File: src/core/ssm_pkg.sv
// Purpose: Shared constants and types for the OUT stream socket map
// Assumes: 32-bit register words, byte addresses on the register port
// Notes: Offsets are full byte addresses; the whole 32-bit address decodes the window
package ssm_pkg;
  localparam int unsigned SSM_NUM_EP = 16;
  localparam int unsigned SSM_NUM_SOCK = 16;
  localparam logic [31:0] SSM_STATUS_BASE = 32'hE0033680;
  localparam logic [31:0] SSM_MAP_BASE = 32'hE00336C0;
  localparam logic [31:0] SSM_STRIDE = 32'h00000004;
  localparam logic [31:0] SSM_STATUS_RESET = 32'h00000000;
  localparam logic [31:0] SSM_MAP_RESET = 32'h00000000;
  localparam int unsigned SSM_STATE_LSB = 16;
  localparam int unsigned SSM_EP_LSB = 16;
  localparam int unsigned SSM_ENABLE_BIT = 31;
  localparam int unsigned SSM_UNMAP_BIT = 30;
  localparam int unsigned SSM_RELEASED_BIT = 29;

  // Stream machine state encodings, as reported in the status word
  typedef enum logic [3:0] {
    SSM_ST_NOT_CONFIGURED = 4'h0,
    SSM_ST_DISABLED = 4'h1,
    SSM_ST_PRIME_PIPE = 4'h2,
    SSM_ST_DEFERRED_PIPE_PRIMING = 4'h3,
    SSM_ST_IDLE = 4'h4,
    SSM_ST_START_STREAM = 4'h5,
    SSM_ST_MOVE_DATA = 4'h6,
    SSM_ST_END = 4'h7,
    SSM_ST_ERROR = 4'h8
  } ssm_state_e;

  // One socket binding as seen by the stream machines
  typedef struct packed {
    logic enable;
    logic unmap_req;
    logic [3:0] bound_endpoint;
    logic [15:0] stream_id;
  } ssm_binding_s;

  // One unmapped-stream report from an endpoint's stream machine
  typedef struct packed {
    logic valid;
    logic [15:0] stream_id;
  } ssm_miss_s;
endpackage

File: src/core/ssm_socket_map.sv
// Purpose: Register file mapping OUT stream identifiers onto sockets
// Assumes: Stream machines report state, misses and socket use per cycle
// Notes: Unmapped addresses read zero and ignore writes

// Functional notes
// - Sixteen status registers from 0xE0033680 capture unmapped ids.
// - Status bits 19:16 show the endpoint stream machine state.
// - Sixteen socket maps from 0xE00336C0 record endpoint and stream.
// - Endpoint in bits 19:16, stream id in 15:0 route streams to socket.
// - Enable bit 31 binds socket; same-numbered endpoint loses non-stream.
// - Bit 30 requests unmap; clearing it withdraws the request.
// - Released flag bit 29 rises once the stream machine stops using it.
module ssm_socket_map import ssm_pkg::*; #(
  parameter int unsigned NUM_EP = SSM_NUM_EP,
  parameter int unsigned NUM_SOCK = SSM_NUM_SOCK
) (
  input wire logic clk,
  input wire logic rst,
  input wire logic clk_en,
  input wire logic [31:0] reg_addr,
  input wire logic [31:0] reg_wdata,
  input wire logic reg_wr,
  input wire logic reg_rd,
  output logic [31:0] reg_rdata,
  input wire logic [NUM_EP*4-1:0] ep_state,
  input wire ssm_miss_s [NUM_EP-1:0] ep_miss,
  input wire logic [NUM_SOCK-1:0] sock_busy,
  output ssm_binding_s [NUM_SOCK-1:0] sock_binding,
  output logic [NUM_EP-1:0] ep_nonstream_block
);

  // Index of a register inside a base-aligned window, or invalid
  function automatic logic [4:0] win_idx(input logic [31:0] a,
                                         input logic [31:0] base,
                                         input int unsigned n);
    logic [31:0] d;
    d = a - base;
    if (a >= base && d[1:0] == 2'b00 && (d >> 2) < n)
      win_idx = {1'b1, d[5:2]};
    else
      win_idx = 5'h00;
  endfunction

  logic [15:0] miss_id_reg [NUM_EP];
  logic [NUM_SOCK-1:0] en_reg;
  logic [NUM_SOCK-1:0] unmap_reg;
  logic [NUM_SOCK-1:0] released_reg;
  logic [3:0] ep_reg [NUM_SOCK];
  logic [15:0] sid_reg [NUM_SOCK];
  logic [31:0] rdata_next;

  // Address decode for both windows
  wire logic [4:0] st_hit = win_idx(reg_addr, SSM_STATUS_BASE, NUM_EP);
  wire logic [4:0] mp_hit = win_idx(reg_addr, SSM_MAP_BASE, NUM_SOCK);
  wire logic [3:0] st_sel = st_hit[3:0];
  wire logic [3:0] mp_sel = mp_hit[3:0];
  wire logic map_wr = reg_wr && mp_hit[4];

  // Capture the last unmapped stream id each endpoint asked for
  always_ff @(posedge clk or posedge rst) begin
    if (rst) begin
      for (int i = 0; i < NUM_EP; i++) miss_id_reg[i] <= 16'h0000;
    end else if (clk_en) begin
      for (int i = 0; i < NUM_EP; i++)
        if (ep_miss[i].valid)
          miss_id_reg[i] <= ep_miss[i].stream_id;
    end
  end

  // Socket mapping fields; firmware owns enable, unmap, endpoint, stream
  always_ff @(posedge clk or posedge rst) begin
    if (rst) begin
      en_reg <= '0;
      unmap_reg <= '0;
      for (int s = 0; s < NUM_SOCK; s++) begin
        ep_reg[s] <= 4'h0;
        sid_reg[s] <= 16'h0000;
      end
    end else if (clk_en && map_wr) begin
      en_reg[mp_sel] <= reg_wdata[SSM_ENABLE_BIT];
      unmap_reg[mp_sel] <= reg_wdata[SSM_UNMAP_BIT];
      ep_reg[mp_sel] <= reg_wdata[SSM_EP_LSB +: 4];
      sid_reg[mp_sel] <= reg_wdata[15:0];
    end
  end

  // Released flag follows an active unmap request once the socket is idle;
  // a withdrawn request drops it so the next request starts clean
  always_ff @(posedge clk or posedge rst) begin
    if (rst) begin
      released_reg <= '0;
    end else if (clk_en) begin
      for (int s = 0; s < NUM_SOCK; s++) begin
        if (!unmap_reg[s])
          released_reg[s] <= 1'b0;
        else if (!sock_busy[s])
          released_reg[s] <= 1'b1;
      end
    end
  end

  // Read mux; released is read-only, state comes straight from machines
  always_comb begin
    rdata_next = 32'h00000000;
    if (st_hit[4]) begin
      rdata_next[15:0] = miss_id_reg[st_sel];
      rdata_next[SSM_STATE_LSB +: 4] = ep_state[st_sel*4 +: 4];
    end else if (mp_hit[4]) begin
      rdata_next[SSM_ENABLE_BIT] = en_reg[mp_sel];
      rdata_next[SSM_UNMAP_BIT] = unmap_reg[mp_sel];
      rdata_next[SSM_RELEASED_BIT] = released_reg[mp_sel];
      rdata_next[SSM_EP_LSB +: 4] = ep_reg[mp_sel];
      rdata_next[15:0] = sid_reg[mp_sel];
    end
  end

  // Read data registered: stands only in the cycle after the strobe
  always_ff @(posedge clk or posedge rst) begin
    if (rst) reg_rdata <= 32'h00000000;
    else if (clk_en) reg_rdata <= reg_rd ? rdata_next : 32'h00000000;
  end

  // Bindings to the stream machines, and non-stream lockout per endpoint
  always_comb begin
    ep_nonstream_block = '0;
    for (int s = 0; s < NUM_SOCK; s++) begin
      sock_binding[s].enable = en_reg[s];
      sock_binding[s].unmap_req = unmap_reg[s];
      sock_binding[s].bound_endpoint = ep_reg[s];
      sock_binding[s].stream_id = sid_reg[s];
      if (s < NUM_EP && en_reg[s]) ep_nonstream_block[s] = 1'b1;
    end
  end

  // The released flag may only be high under a live unmap request
  released_req_a: assert property (@(posedge clk) disable iff (rst)
    clk_en && !unmap_reg[0] |=> !released_reg[0])
    else $error("released flag high without unmap request");

  // An idle socket under request must report release next cycle
  release_rise_a: assert property (@(posedge clk) disable iff (rst)
    clk_en && unmap_reg[0] && !sock_busy[0] |=> released_reg[0])
    else $error("released flag did not rise on idle socket");

  // Writing zero to unmap clears the request
  unmap_clear_a: assert property (@(posedge clk) disable iff (rst)
    clk_en && map_wr && !reg_wdata[SSM_UNMAP_BIT]
    |=> !unmap_reg[$past(mp_sel)])
    else $error("unmap withdrawal not honoured");

  // Enable written to a socket locks out the same endpoint
  enable_lock_a: assert property (@(posedge clk) disable iff (rst)
    clk_en && map_wr && reg_wdata[SSM_ENABLE_BIT] && mp_sel == 4'h0
    |=> ep_nonstream_block[0])
    else $error("endpoint not locked out by enable");

  // Mapping fields route to socket binding
  bind_route_a: assert property (@(posedge clk) disable iff (rst)
    clk_en && map_wr && mp_sel == 4'h1
    |=> sock_binding[1].stream_id == $past(reg_wdata[15:0]) &&
        sock_binding[1].bound_endpoint == $past(reg_wdata[19:16]))
    else $error("binding fields not routed");

  // Miss capture reaches the status register
  miss_capture_a: assert property (@(posedge clk) disable iff (rst)
    clk_en && ep_miss[0].valid
    |=> miss_id_reg[0] == $past(ep_miss[0].stream_id))
    else $error("unmapped stream id not captured");

  // Status read shows the machine state one cycle later
  state_read_a: assert property (@(posedge clk) disable iff (rst)
    clk_en && reg_rd && reg_addr == SSM_STATUS_BASE
    |=> reg_rdata[19:16] == $past(ep_state[3:0]))
    else $error("state not reported");

  // Mapping read returns written stream id
  map_read_a: assert property (@(posedge clk) disable iff (rst)
    clk_en && reg_rd && reg_addr == SSM_MAP_BASE
    |=> reg_rdata[15:0] == $past(sid_reg[0]))
    else $error("mapping read mismatch");

  // Read data falls back to zero when no read was taken; a stale word
  // left on the bus would look like a second answer to the master
  rdata_idle_a: assert property (@(posedge clk) disable iff (rst)
    clk_en && !reg_rd |=> reg_rdata == 32'h00000000)
    else $error("read data not zero after idle cycle");

  // A low clock enable freezes the read data as well
  // so a stalled master still sees its answer
  rdata_freeze_a: assert property (@(posedge clk) disable iff (rst)
    !clk_en |=> $stable(reg_rdata))
    else $error("read data moved while clock enable low");

  // Enable bits hold while the block is frozen
  // otherwise a socket could be bound behind the stream machines' back
  enable_freeze_a: assert property (@(posedge clk) disable iff (rst)
    !clk_en |=> $stable(en_reg))
    else $error("enable bits moved while clock enable low");

  // Unmap requests hold while the block is frozen
  unmap_freeze_a: assert property (@(posedge clk) disable iff (rst)
    !clk_en |=> $stable(unmap_reg))
    else $error("unmap bits moved while clock enable low");

  // Released flags hold while the block is frozen
  // even if the socket goes idle meanwhile
  rel_freeze_a: assert property (@(posedge clk) disable iff (rst)
    !clk_en |=> $stable(released_reg))
    else $error("released flags moved while clock enable low");

  // Socket five carries the unmap handshake in the bench
  // so its flag is watched by itself as well as socket zero
  released_req5_a: assert property (@(posedge clk) disable iff (rst)
    clk_en && !unmap_reg[5] |=> !released_reg[5])
    else $error("socket five released without request");

  // An idle socket five under request reports release next cycle
  release_rise5_a: assert property (@(posedge clk) disable iff (rst)
    clk_en && unmap_reg[5] && !sock_busy[5] |=> released_reg[5])
    else $error("socket five release did not rise");

  // A busy socket not yet released must never claim release; firmware would then
  // rebind a stream that is still moving data
  release_hold5_a: assert property (@(posedge clk) disable iff (rst)
    clk_en && sock_busy[5] && !released_reg[5] |=> !released_reg[5])
    else $error("busy socket reported released");

  // Enable written to socket five locks out endpoint five
  enable_lock5_a: assert property (@(posedge clk) disable iff (rst)
    clk_en && map_wr && mp_sel == 4'h5
    |=> ep_nonstream_block[5] == $past(reg_wdata[SSM_ENABLE_BIT]))
    else $error("endpoint five lockout does not follow enable");

  // Writing one to the unmap bit raises the request
  unmap_set_a: assert property (@(posedge clk) disable iff (rst)
    clk_en && map_wr && reg_wdata[SSM_UNMAP_BIT]
    |=> unmap_reg[$past(mp_sel)])
    else $error("unmap request not taken");

  // Socket five fields reach the stream machines
  bind_route5_a: assert property (@(posedge clk) disable iff (rst)
    clk_en && map_wr && mp_sel == 4'h5
    |=> sock_binding[5].stream_id == $past(reg_wdata[15:0]) &&
        sock_binding[5].bound_endpoint == $past(reg_wdata[19:16]))
    else $error("socket five fields not routed");

  // The top endpoint captures its misses too
  // which catches an index that wraps short of the last endpoint
  miss_capture15_a: assert property (@(posedge clk) disable iff (rst)
    clk_en && ep_miss[15].valid
    |=> miss_id_reg[15] == $past(ep_miss[15].stream_id))
    else $error("endpoint fifteen id not captured");

  // Without a miss the captured id stays put
  miss_hold_a: assert property (@(posedge clk) disable iff (rst)
    clk_en && !ep_miss[0].valid |=> $stable(miss_id_reg[0]))
    else $error("captured id changed without miss");

  // The top endpoint's state nibble lands in its own status word
  state_read15_a: assert property (@(posedge clk) disable iff (rst)
    clk_en && reg_rd && reg_addr == SSM_STATUS_BASE + 32'h0000003C
    |=> reg_rdata[19:16] == $past(ep_state[63:60]))
    else $error("endpoint fifteen state not reported");

  // Status words carry nothing above the state field
  status_top_a: assert property (@(posedge clk) disable iff (rst)
    clk_en && reg_rd && st_hit[4] |=> reg_rdata[31:20] == 12'h000)
    else $error("status word has bits above state");

  // Released cannot be written: a write without unmap leaves it low
  // two cycles on, whatever bit 29 of the write data was
  released_ro_a: assert property (@(posedge clk) disable iff (rst)
    clk_en && map_wr && !reg_wdata[SSM_UNMAP_BIT] ##1 clk_en
    |=> !released_reg[$past(mp_sel, 2)])
    else $error("released flag written by software");

  // Socket five reads back enable and stream id
  map_read5_a: assert property (@(posedge clk) disable iff (rst)
    clk_en && reg_rd && reg_addr == SSM_MAP_BASE + 32'h00000014
    |=> reg_rdata[15:0] == $past(sid_reg[5]) &&
        reg_rdata[31] == $past(en_reg[5]))
    else $error("socket five read mismatch");

  // Reads outside both windows return zero
  unmapped_read_a: assert property (@(posedge clk) disable iff (rst)
    clk_en && reg_rd && !st_hit[4] && !mp_hit[4]
    |=> reg_rdata == 32'h00000000)
    else $error("unmapped address read nonzero");

  // Writes outside the mapping window change no socket
  // status words are read-only, so they fall in here too
  refuse_write_a: assert property (@(posedge clk) disable iff (rst)
    clk_en && reg_wr && !mp_hit[4]
    |=> $stable(en_reg) && $stable(unmap_reg))
    else $error("refused write changed a socket");

endmodule

File: config.mk
export PLATFORM = sky130hd
export DESIGN_NAME = ssm_socket_map
export DESIGN_NICKNAME = d
export VERILOG_FILES = /design/src/core/ssm_pkg.sv /design/src/core/ssm_socket_map.sv
export SDC_FILE = /design/constraint.sdc
export NUM_CORES = 1
export LEC_CHECK = 0
export CAP_MARGIN = 40
export CORE_AREA = 2 2 319 321
export CTS_CLUSTER_DIAMETER = 120
export DETAILED_ROUTE_END_ITERATION = 16
export DIE_AREA = 0 0 321 323
export DONT_BUFFER_PORTS = 1
export GPL_TIMING_DRIVEN = 0
export PLACE_DENSITY = 0.48
export SKIP_LAST_GASP = 1
export SYNTH_ARGS = -nofsm -noshare
export SYNTH_HDL_FRONTEND = slang
export SYNTH_SLANG_ARGS = --single-unit
File: constraint.sdc
create_clock -name clk -period 24.5 [get_ports clk]
set_input_delay 0 -clock clk [delete_from_list [all_inputs] [get_ports clk]]
set_output_delay 0 -clock clk [all_outputs]
set_load 0.05 [all_outputs]
==> results of run 1 <==
[cells in the mapped netlist, drive strengths merged, types with 15 or more instances]
cell	count
buf	96
o22ai	30
mux4	57
nand2	229
a21oi	89
inv	26
o211ai	18
dfrtp	647
mux2i	127
mux2	611
a2111oi	15
nand3	50
o21ai	58
clkbuf	119
nor2	97
nor3	23
a31oi	31
[power by group]
part | internal (uW) | switching, uW
logic | 176 | 205
clock network | 687 | 497
registers | 1130 | 36.8
[worst paths after layout]
path / startpoint / end / slack, ns / cells after the start
max: reg_addr[8] / reg_rdata[17] / 18.74 / 20
min: reg_wr / sock_binding[257] / 0.03 / 5
max reg2reg: sock_binding[173] / reg_rdata[19] / 20.88 / 8
min reg2reg: miss_id_reg[25] / miss_id_reg[25] / 0.51 / 1
max in group asynchronous: rst / miss_id_reg[199] / 23.22 / 4
min in group asynchronous: rst / sock_binding[344] / 0.04 / 3
[per-stage QoR]
stage / total power (uW) / cell area [um2] / worst slack, ns / TNS, ns
2_1_floorplan: 1350 / 32200 / 6.37 / 0
3_3_place_gp: 1450 / 33800 / -0.727 / -363.54
3_5_place_dp: 1480 / 34900 / 19.12 / 0
4_1_cts: 2740 / 41700 / 18.87 / 0
5_1_grt: 2810 / 41700 / 18.51 / 0
6_report: 2730 / 41700 / 18.74 / 0
[routing by layer]
metal / global-route usage / share of wire
met4: 0.126 / 0.043
met1: 0.397 / 0.39
met5: 0 / 0.00042
met2: 0.543 / 0.47
met3: 0.122 / 0.10
[cells by family after synthesis]
kind of cell,share of synthesized area
xor gates and xnor gates,0.00109
muxes,0.293
other,0.000117
and+or+nand+nor,0.0754
buffers and inverters,0.0361
adders and majority gates,0.000778
DFF,0.504
AOI/OAI and AO/OA,0.0896
[critical path: stages]
cell           delay [ns]
clkbuf_1             0.36
inv_1                0.18
ha_1                 0.32
nand4bb_1            0.29
o21ai_0              0.68
mux2i_1              0.31
nor4b_1              0.27
nand4bb_1            0.16
buf_1                0.28
or3_1                0.39
clkbuf_1             0.22
buf_2                0.28
buf_2                0.25
nand2_1              0.10
nand3_1              0.08
dlygate4sd3_1        0.60
a21oi_1              0.24
dlygate4sd3_1        0.64
o21bai_1             0.06
dlygate4sd3_1        0.57
[area by class of cell]
class / count / area (um2) / share of cell area
plain buffers: 215 / 1060 / 0.0255
clock buffers: 122 / 2360 / 0.0566
repair buffers: 488 / 5200 / 0.125
flip-flops and latches: 647 / 16200 / 0.388
clock inverters: 20 / 223 / 0.00534
well taps: 1309 / 1640 / 0.0393
multi-input cells: 1717 / 14900 / 0.356
inverters: 29 / 116 / 0.00279
diodes: 15 / 37.5 / 0.000900
==> impl_metrics.env, run 1 <==
export IMPL_largest_reg_flops=320
export IMPL_cts_tree="done"
export IMPL_synth_top_area_cell="dfrtp_1"
export IMPL_rows=117
export IMPL_crit_type="input port to flip-flop"
export IMPL_grt_pass1_wl_um=236000
export IMPL_clock_sinks=647
export IMPL_leakage_uw=0.0186
export IMPL_numCtsBuffers=79
export IMPL_gp_congestion=0.909
export IMPL_drv_cap=0
export IMPL_holdWs_ns=0.0297
export IMPL_synth_edf_count=0
export IMPL_cp_required_ns=25.03
export IMPL_netlist_instances=2600
export IMPL_syn_to_final_growth_pct=29.7
export IMPL_h_tree_depth=3
export IMPL_slew_headroom=0.308
export IMPL_peakVddDrop_mv=0.0570
export IMPL_finalCritPeriodShare=0.235
export IMPL_tightest_slew_ns=1.03
export IMPL_core_area_um2=101000
export IMPL_finalHoldViolCount=0
export IMPL_synth_seq_cells=647
export IMPL_clk_pin_slew_ns=0.06
export IMPL_max_freq_ghz=0.174
export IMPL_io_pins=821
export IMPL_drtIter0Drc=2270
export IMPL_vias=26900
export IMPL_root_buffer="clkbuf_16"
export IMPL_grt_pass1_vias=27700
export IMPL_ys_seq_area_frac=0.504
export IMPL_synth_area_leaders="dfrtp_1, mux2_2, mux4_2"
export IMPL_slew_violations=0
export IMPL_die_h_um=323
export IMPL_setup_viol=0
export IMPL_status="completed"
export IMPL_viasPerCell=5.90
export IMPL_ys_async_sr_fraction=1.00
export IMPL_ctsHoldBuffers=411
export IMPL_layout_commonest_cell="dfrtp_1"
export IMPL_io_buffers=0
export IMPL_final_nets=3600
export IMPL_arrival_ns=6.29
export IMPL_routed_wl_um=177000
export IMPL_final_cell_mix="dfrtp_1, mux2_2, dlygate4sd3_1"
export IMPL_drcViolationCount=0
export IMPL_crit_path_end_kind="flip-flop"
export IMPL_min_path_type="input port to flip-flop"
export IMPL_powerDensity_nw_per_um2=65.6
export IMPL_post_place_cells=3994
export IMPL_rsz0062_at_grt="no"
export IMPL_clk_latency_ns=0.66
export IMPL_worst_setup_path_start_kind="input port"
export IMPL_grt_max_degree=130
export IMPL_finalNonFillerCells=4562
export IMPL_dieArea_um2=104000
export IMPL_hpwlAfterDp_um=139000
export IMPL_post_cts_buffers=0
export IMPL_fin_util=0.414
export IMPL_die_w_um=321
export IMPL_overflow=0
export IMPL_cts_buffer_depth=3
export IMPL_final_layout_size_suffix_gt1_frac=0.278
export IMPL_antenna_found_initial=20
export IMPL_avgSynthCellArea_um2=12.4
export IMPL_fin_crit_ns=5.76
export IMPL_yosys_warnings=0
export IMPL_cp_max_fo=10
export IMPL_grt_use_total=0.331
export IMPL_dr_pass1_iters=5
export IMPL_syn_area_um2=32200
export IMPL_synth_cell_types=92
export IMPL_wl_per_cell_um=38.7
export IMPL_synth_top_cell_area_share=0.504
export IMPL_finClkSkew_ns=0.0273
export IMPL_initial_utilization=0.319
export IMPL_antenna_left=0
export IMPL_fillers=9535
export IMPL_cts_resized=0
export IMPL_synthFlopType="dfrtp_1"
Power figures use the tool's default switching activity.
==> run 2, diff against run 1 <==
Settings changed: ABC_AREA set to 1, CORE_AREA 2 2 319 321 to 2 2 317 319, DIE_AREA 0 0 321 323 to 0 0 319 321, PLACE_DENSITY 0.48 to 0.52.
Clock period 24.5 ns to 5 ns, I/O delays scaled along.
==> impl_metrics.env, run 2 <==
export IMPL_status="completed"
export IMPL_crit_slowest_cell="nand2_1"
export IMPL_synth_top_cell_area_share=0.480
export IMPL_antenna_found_initial=17
export IMPL_ys_async_sr_fraction=1.00
export IMPL_drtIter0Drc=3672
export IMPL_final_layout_size_suffix_gt1_frac=0.114
export IMPL_syn_area_um2=33700
export IMPL_use_met1=0.432
export IMPL_gp_congestion=0.978
export IMPL_hpwlAfterDp_um=143000
export IMPL_post_cts_buffers=0
export IMPL_grt_use_total=0.345
export IMPL_synthFlopType="dfrtp_1"
export IMPL_critPathMaxStageDelay_ns=0.57
export IMPL_finalHoldViolCount=0
export IMPL_largest_reg_flops=320
export IMPL_overflow=0
export IMPL_cp_max_fo=10
export IMPL_io_buffers=0
export IMPL_clk_pin_slew_ns=0.06
export IMPL_finalNonFillerCells=6194
export IMPL_initial_utilization=0.340
export IMPL_powerDensity_nw_per_um2=309
export IMPL_fin_ws_ns=0.445
export IMPL_crit_type="input port to flip-flop"
export IMPL_rows=116
export IMPL_vias=34400
export IMPL_h_tree_depth=3
export IMPL_crit_path_end_kind="flip-flop"
export IMPL_final_cell_mix="nand2_1, dfrtp_1, dlygate4sd3_1"
export IMPL_final_cell_area_um2=43300
export IMPL_finalCritPeriodShare=0.911
export IMPL_worst_setup_path_start_kind="input port"
export IMPL_rsz0062_at_grt="no"
export IMPL_dr_pass1_iters=6
export IMPL_yosysMostFrequentCell="nand2_1"
export IMPL_place_area_um2=36000
export IMPL_clock_sinks=647
export IMPL_drcViolationCount=0
export IMPL_min_path_type="input port to flip-flop"
export IMPL_viasPerCell=5.56
export IMPL_drv_cap=0
export IMPL_cts_resized=0
export IMPL_finClkSkew_ns=0.0409
export IMPL_die_h_um=321
export IMPL_leakage_uw=0.0200
export IMPL_wl_per_cell_um=29.3
export IMPL_synth_edf_count=0
export IMPL_core_area_um2=99300
export IMPL_avgSynthCellArea_um2=7.98
export IMPL_path_delay_family="simple AND/OR/NAND/NOR gates"
export IMPL_arrival_ns=5.15
export IMPL_fin_crit_ns=4.56
export IMPL_syn_to_final_growth_pct=28.5
export IMPL_tightest_slew_ns=1.01
export IMPL_die_w_um=319
export IMPL_busiest_layer="met2"
export IMPL_layout_commonest_cell="nand2_1"
export IMPL_clk_latency_ns=0.67
export IMPL_max_freq_ghz=0.220
export IMPL_antenna_left=0
export IMPL_grtUsageMet2=0.534
export IMPL_ys_seq_area_frac=0.480
export IMPL_crit_top_cell="nand2_1"
export IMPL_root_buffer="clkbuf_16"
export IMPL_cp_required_ns=5.60
export IMPL_io_pins=821
export IMPL_routed_wl_um=181000
export IMPL_fillers=10100
export IMPL_grt_use_met3=0.125
export IMPL_yosys_warnings=0
export IMPL_setup_viol=0
export IMPL_seq_area_um2=16200
export IMPL_post_place_cells=5573
export IMPL_dp_slack_ns=0.840
export IMPL_cts_buffer_depth=3
export IMPL_synth_top_area_cell="dfrtp_1"
export IMPL_slew_violations=0
export IMPL_final_nets=5239
export IMPL_synth_top_cells_by_count="nand2_1, dfrtp_1, nand3_1, inv_1, nor2_1"
export IMPL_grt_pass1_vias=33200
export IMPL_grt_max_degree=38
export IMPL_peakVddDrop_mv=0.242
export IMPL_numCtsBuffers=79
export IMPL_slew_headroom=0.326
export IMPL_netlist_instances=4226
export IMPL_path_buf_inv=5
export IMPL_p_total_uw=13400
export IMPL_synth_area_leaders="dfrtp_1, nand2_1, mux2_2"
export IMPL_synth_seq_cells=647
export IMPL_multi_input_area_um2=14700
export IMPL_grt_pass1_wl_um=253000
export IMPL_cts_tree="done"
export IMPL_dieArea_um2=102000
export IMPL_synth_cell_types=41
-- run 2: cell types whose count changed after synthesis, moves of 50 or more --
cell	change
o21ai_1	+89
nand2_1	+883
clkbuf_1	+50
mux2_2	-302
mux2_1	-101
buf_2	+55
nor2_1	+287
inv_1	+349
mux2i_1	-127
o2111ai_1	+57
nand3_1	+372
nand4_1	+101
mux4_2	-57
o21ai_0	+237
-- run 2: power by group --
| group | leakage [uW] | internal [uW] | total (uW) | switching, uW |
|---|---|---|---|---|
| clock network | 0.00128 | 3460 | 5940 | 2480 |
| registers | 0.00842 | 5540 | 5720 | 175 |
| logic | 0.0103 | 772 | 1710 | 941 |
-- run 2: final cells by class --
cell class	count	area share
timing repair buffer	501	0.122
tap	1298	0.0375
sequential	647	0.374
inverter	394	0.0344
clock inverter	29	0.00896
antenna	20	0.00116
multi-input combinational	2894	0.339
clock buffer	112	0.0511
buffer	299	0.0320
-- run 2: kinds of logic (layout without fill, tap and decap cells) --
kind of cell    Yosys count  count (layout)  synth area share
flops                   647             647             0.480
compound gates          593             593            0.0982
other cells               1              29          0.000111
simple gates           2078            2078             0.265
mux                     208             208            0.0695
buf+inv                 693            1335            0.0851
xor+xnor                  4               4           0.00104
fa+ha+maj                 2               2          0.000742
-- run 2: repair_timing --
item / in CTS / in global routing
hold endpoints to repair: 861 / 0
hold buffers: 460 / 0
setup endpoints to repair: 0 / 0
-- run 2: final timing paths --
kind / from / to / slack [ns] / depth (start not counted)
hold / removal: ep_miss[210] / miss_id_reg[54] / 0.03 / 2
setup reg to reg: sock_binding[159] / reg_rdata[5] / 2.85 / 6
hold reg to reg: released_reg[12] / released_reg[12] / 0.50 / 1
max in group asynchronous: rst / miss_id_reg[196] / 3.03 / 8
min in group asynchronous: rst / released_reg[1] / 0.41 / 3
setup / recovery: reg_addr[12] / reg_rdata[16] / 0.44 / 25
-- run 2: per-layer routing --
metal  part of all wire  up-vias
met3               0.11      430
met2               0.44     1900
met5            0.00023        -
met1               0.39    17100
met4              0.052        6
li1                   -    15000
-- run 2: metrics by stage --
stage	TNS, ns	utilization	hold WS [ns]
6_report	0	0.436	0.0272
5_1_grt	0	0.436	0.0244
4_1_cts	0	0.436	0.000227
3_5_place_dp	0	0.363	-0.191
3_3_place_gp	-5264.42	0.356	0.151
2_1_floorplan	-2484.89	-	0.150
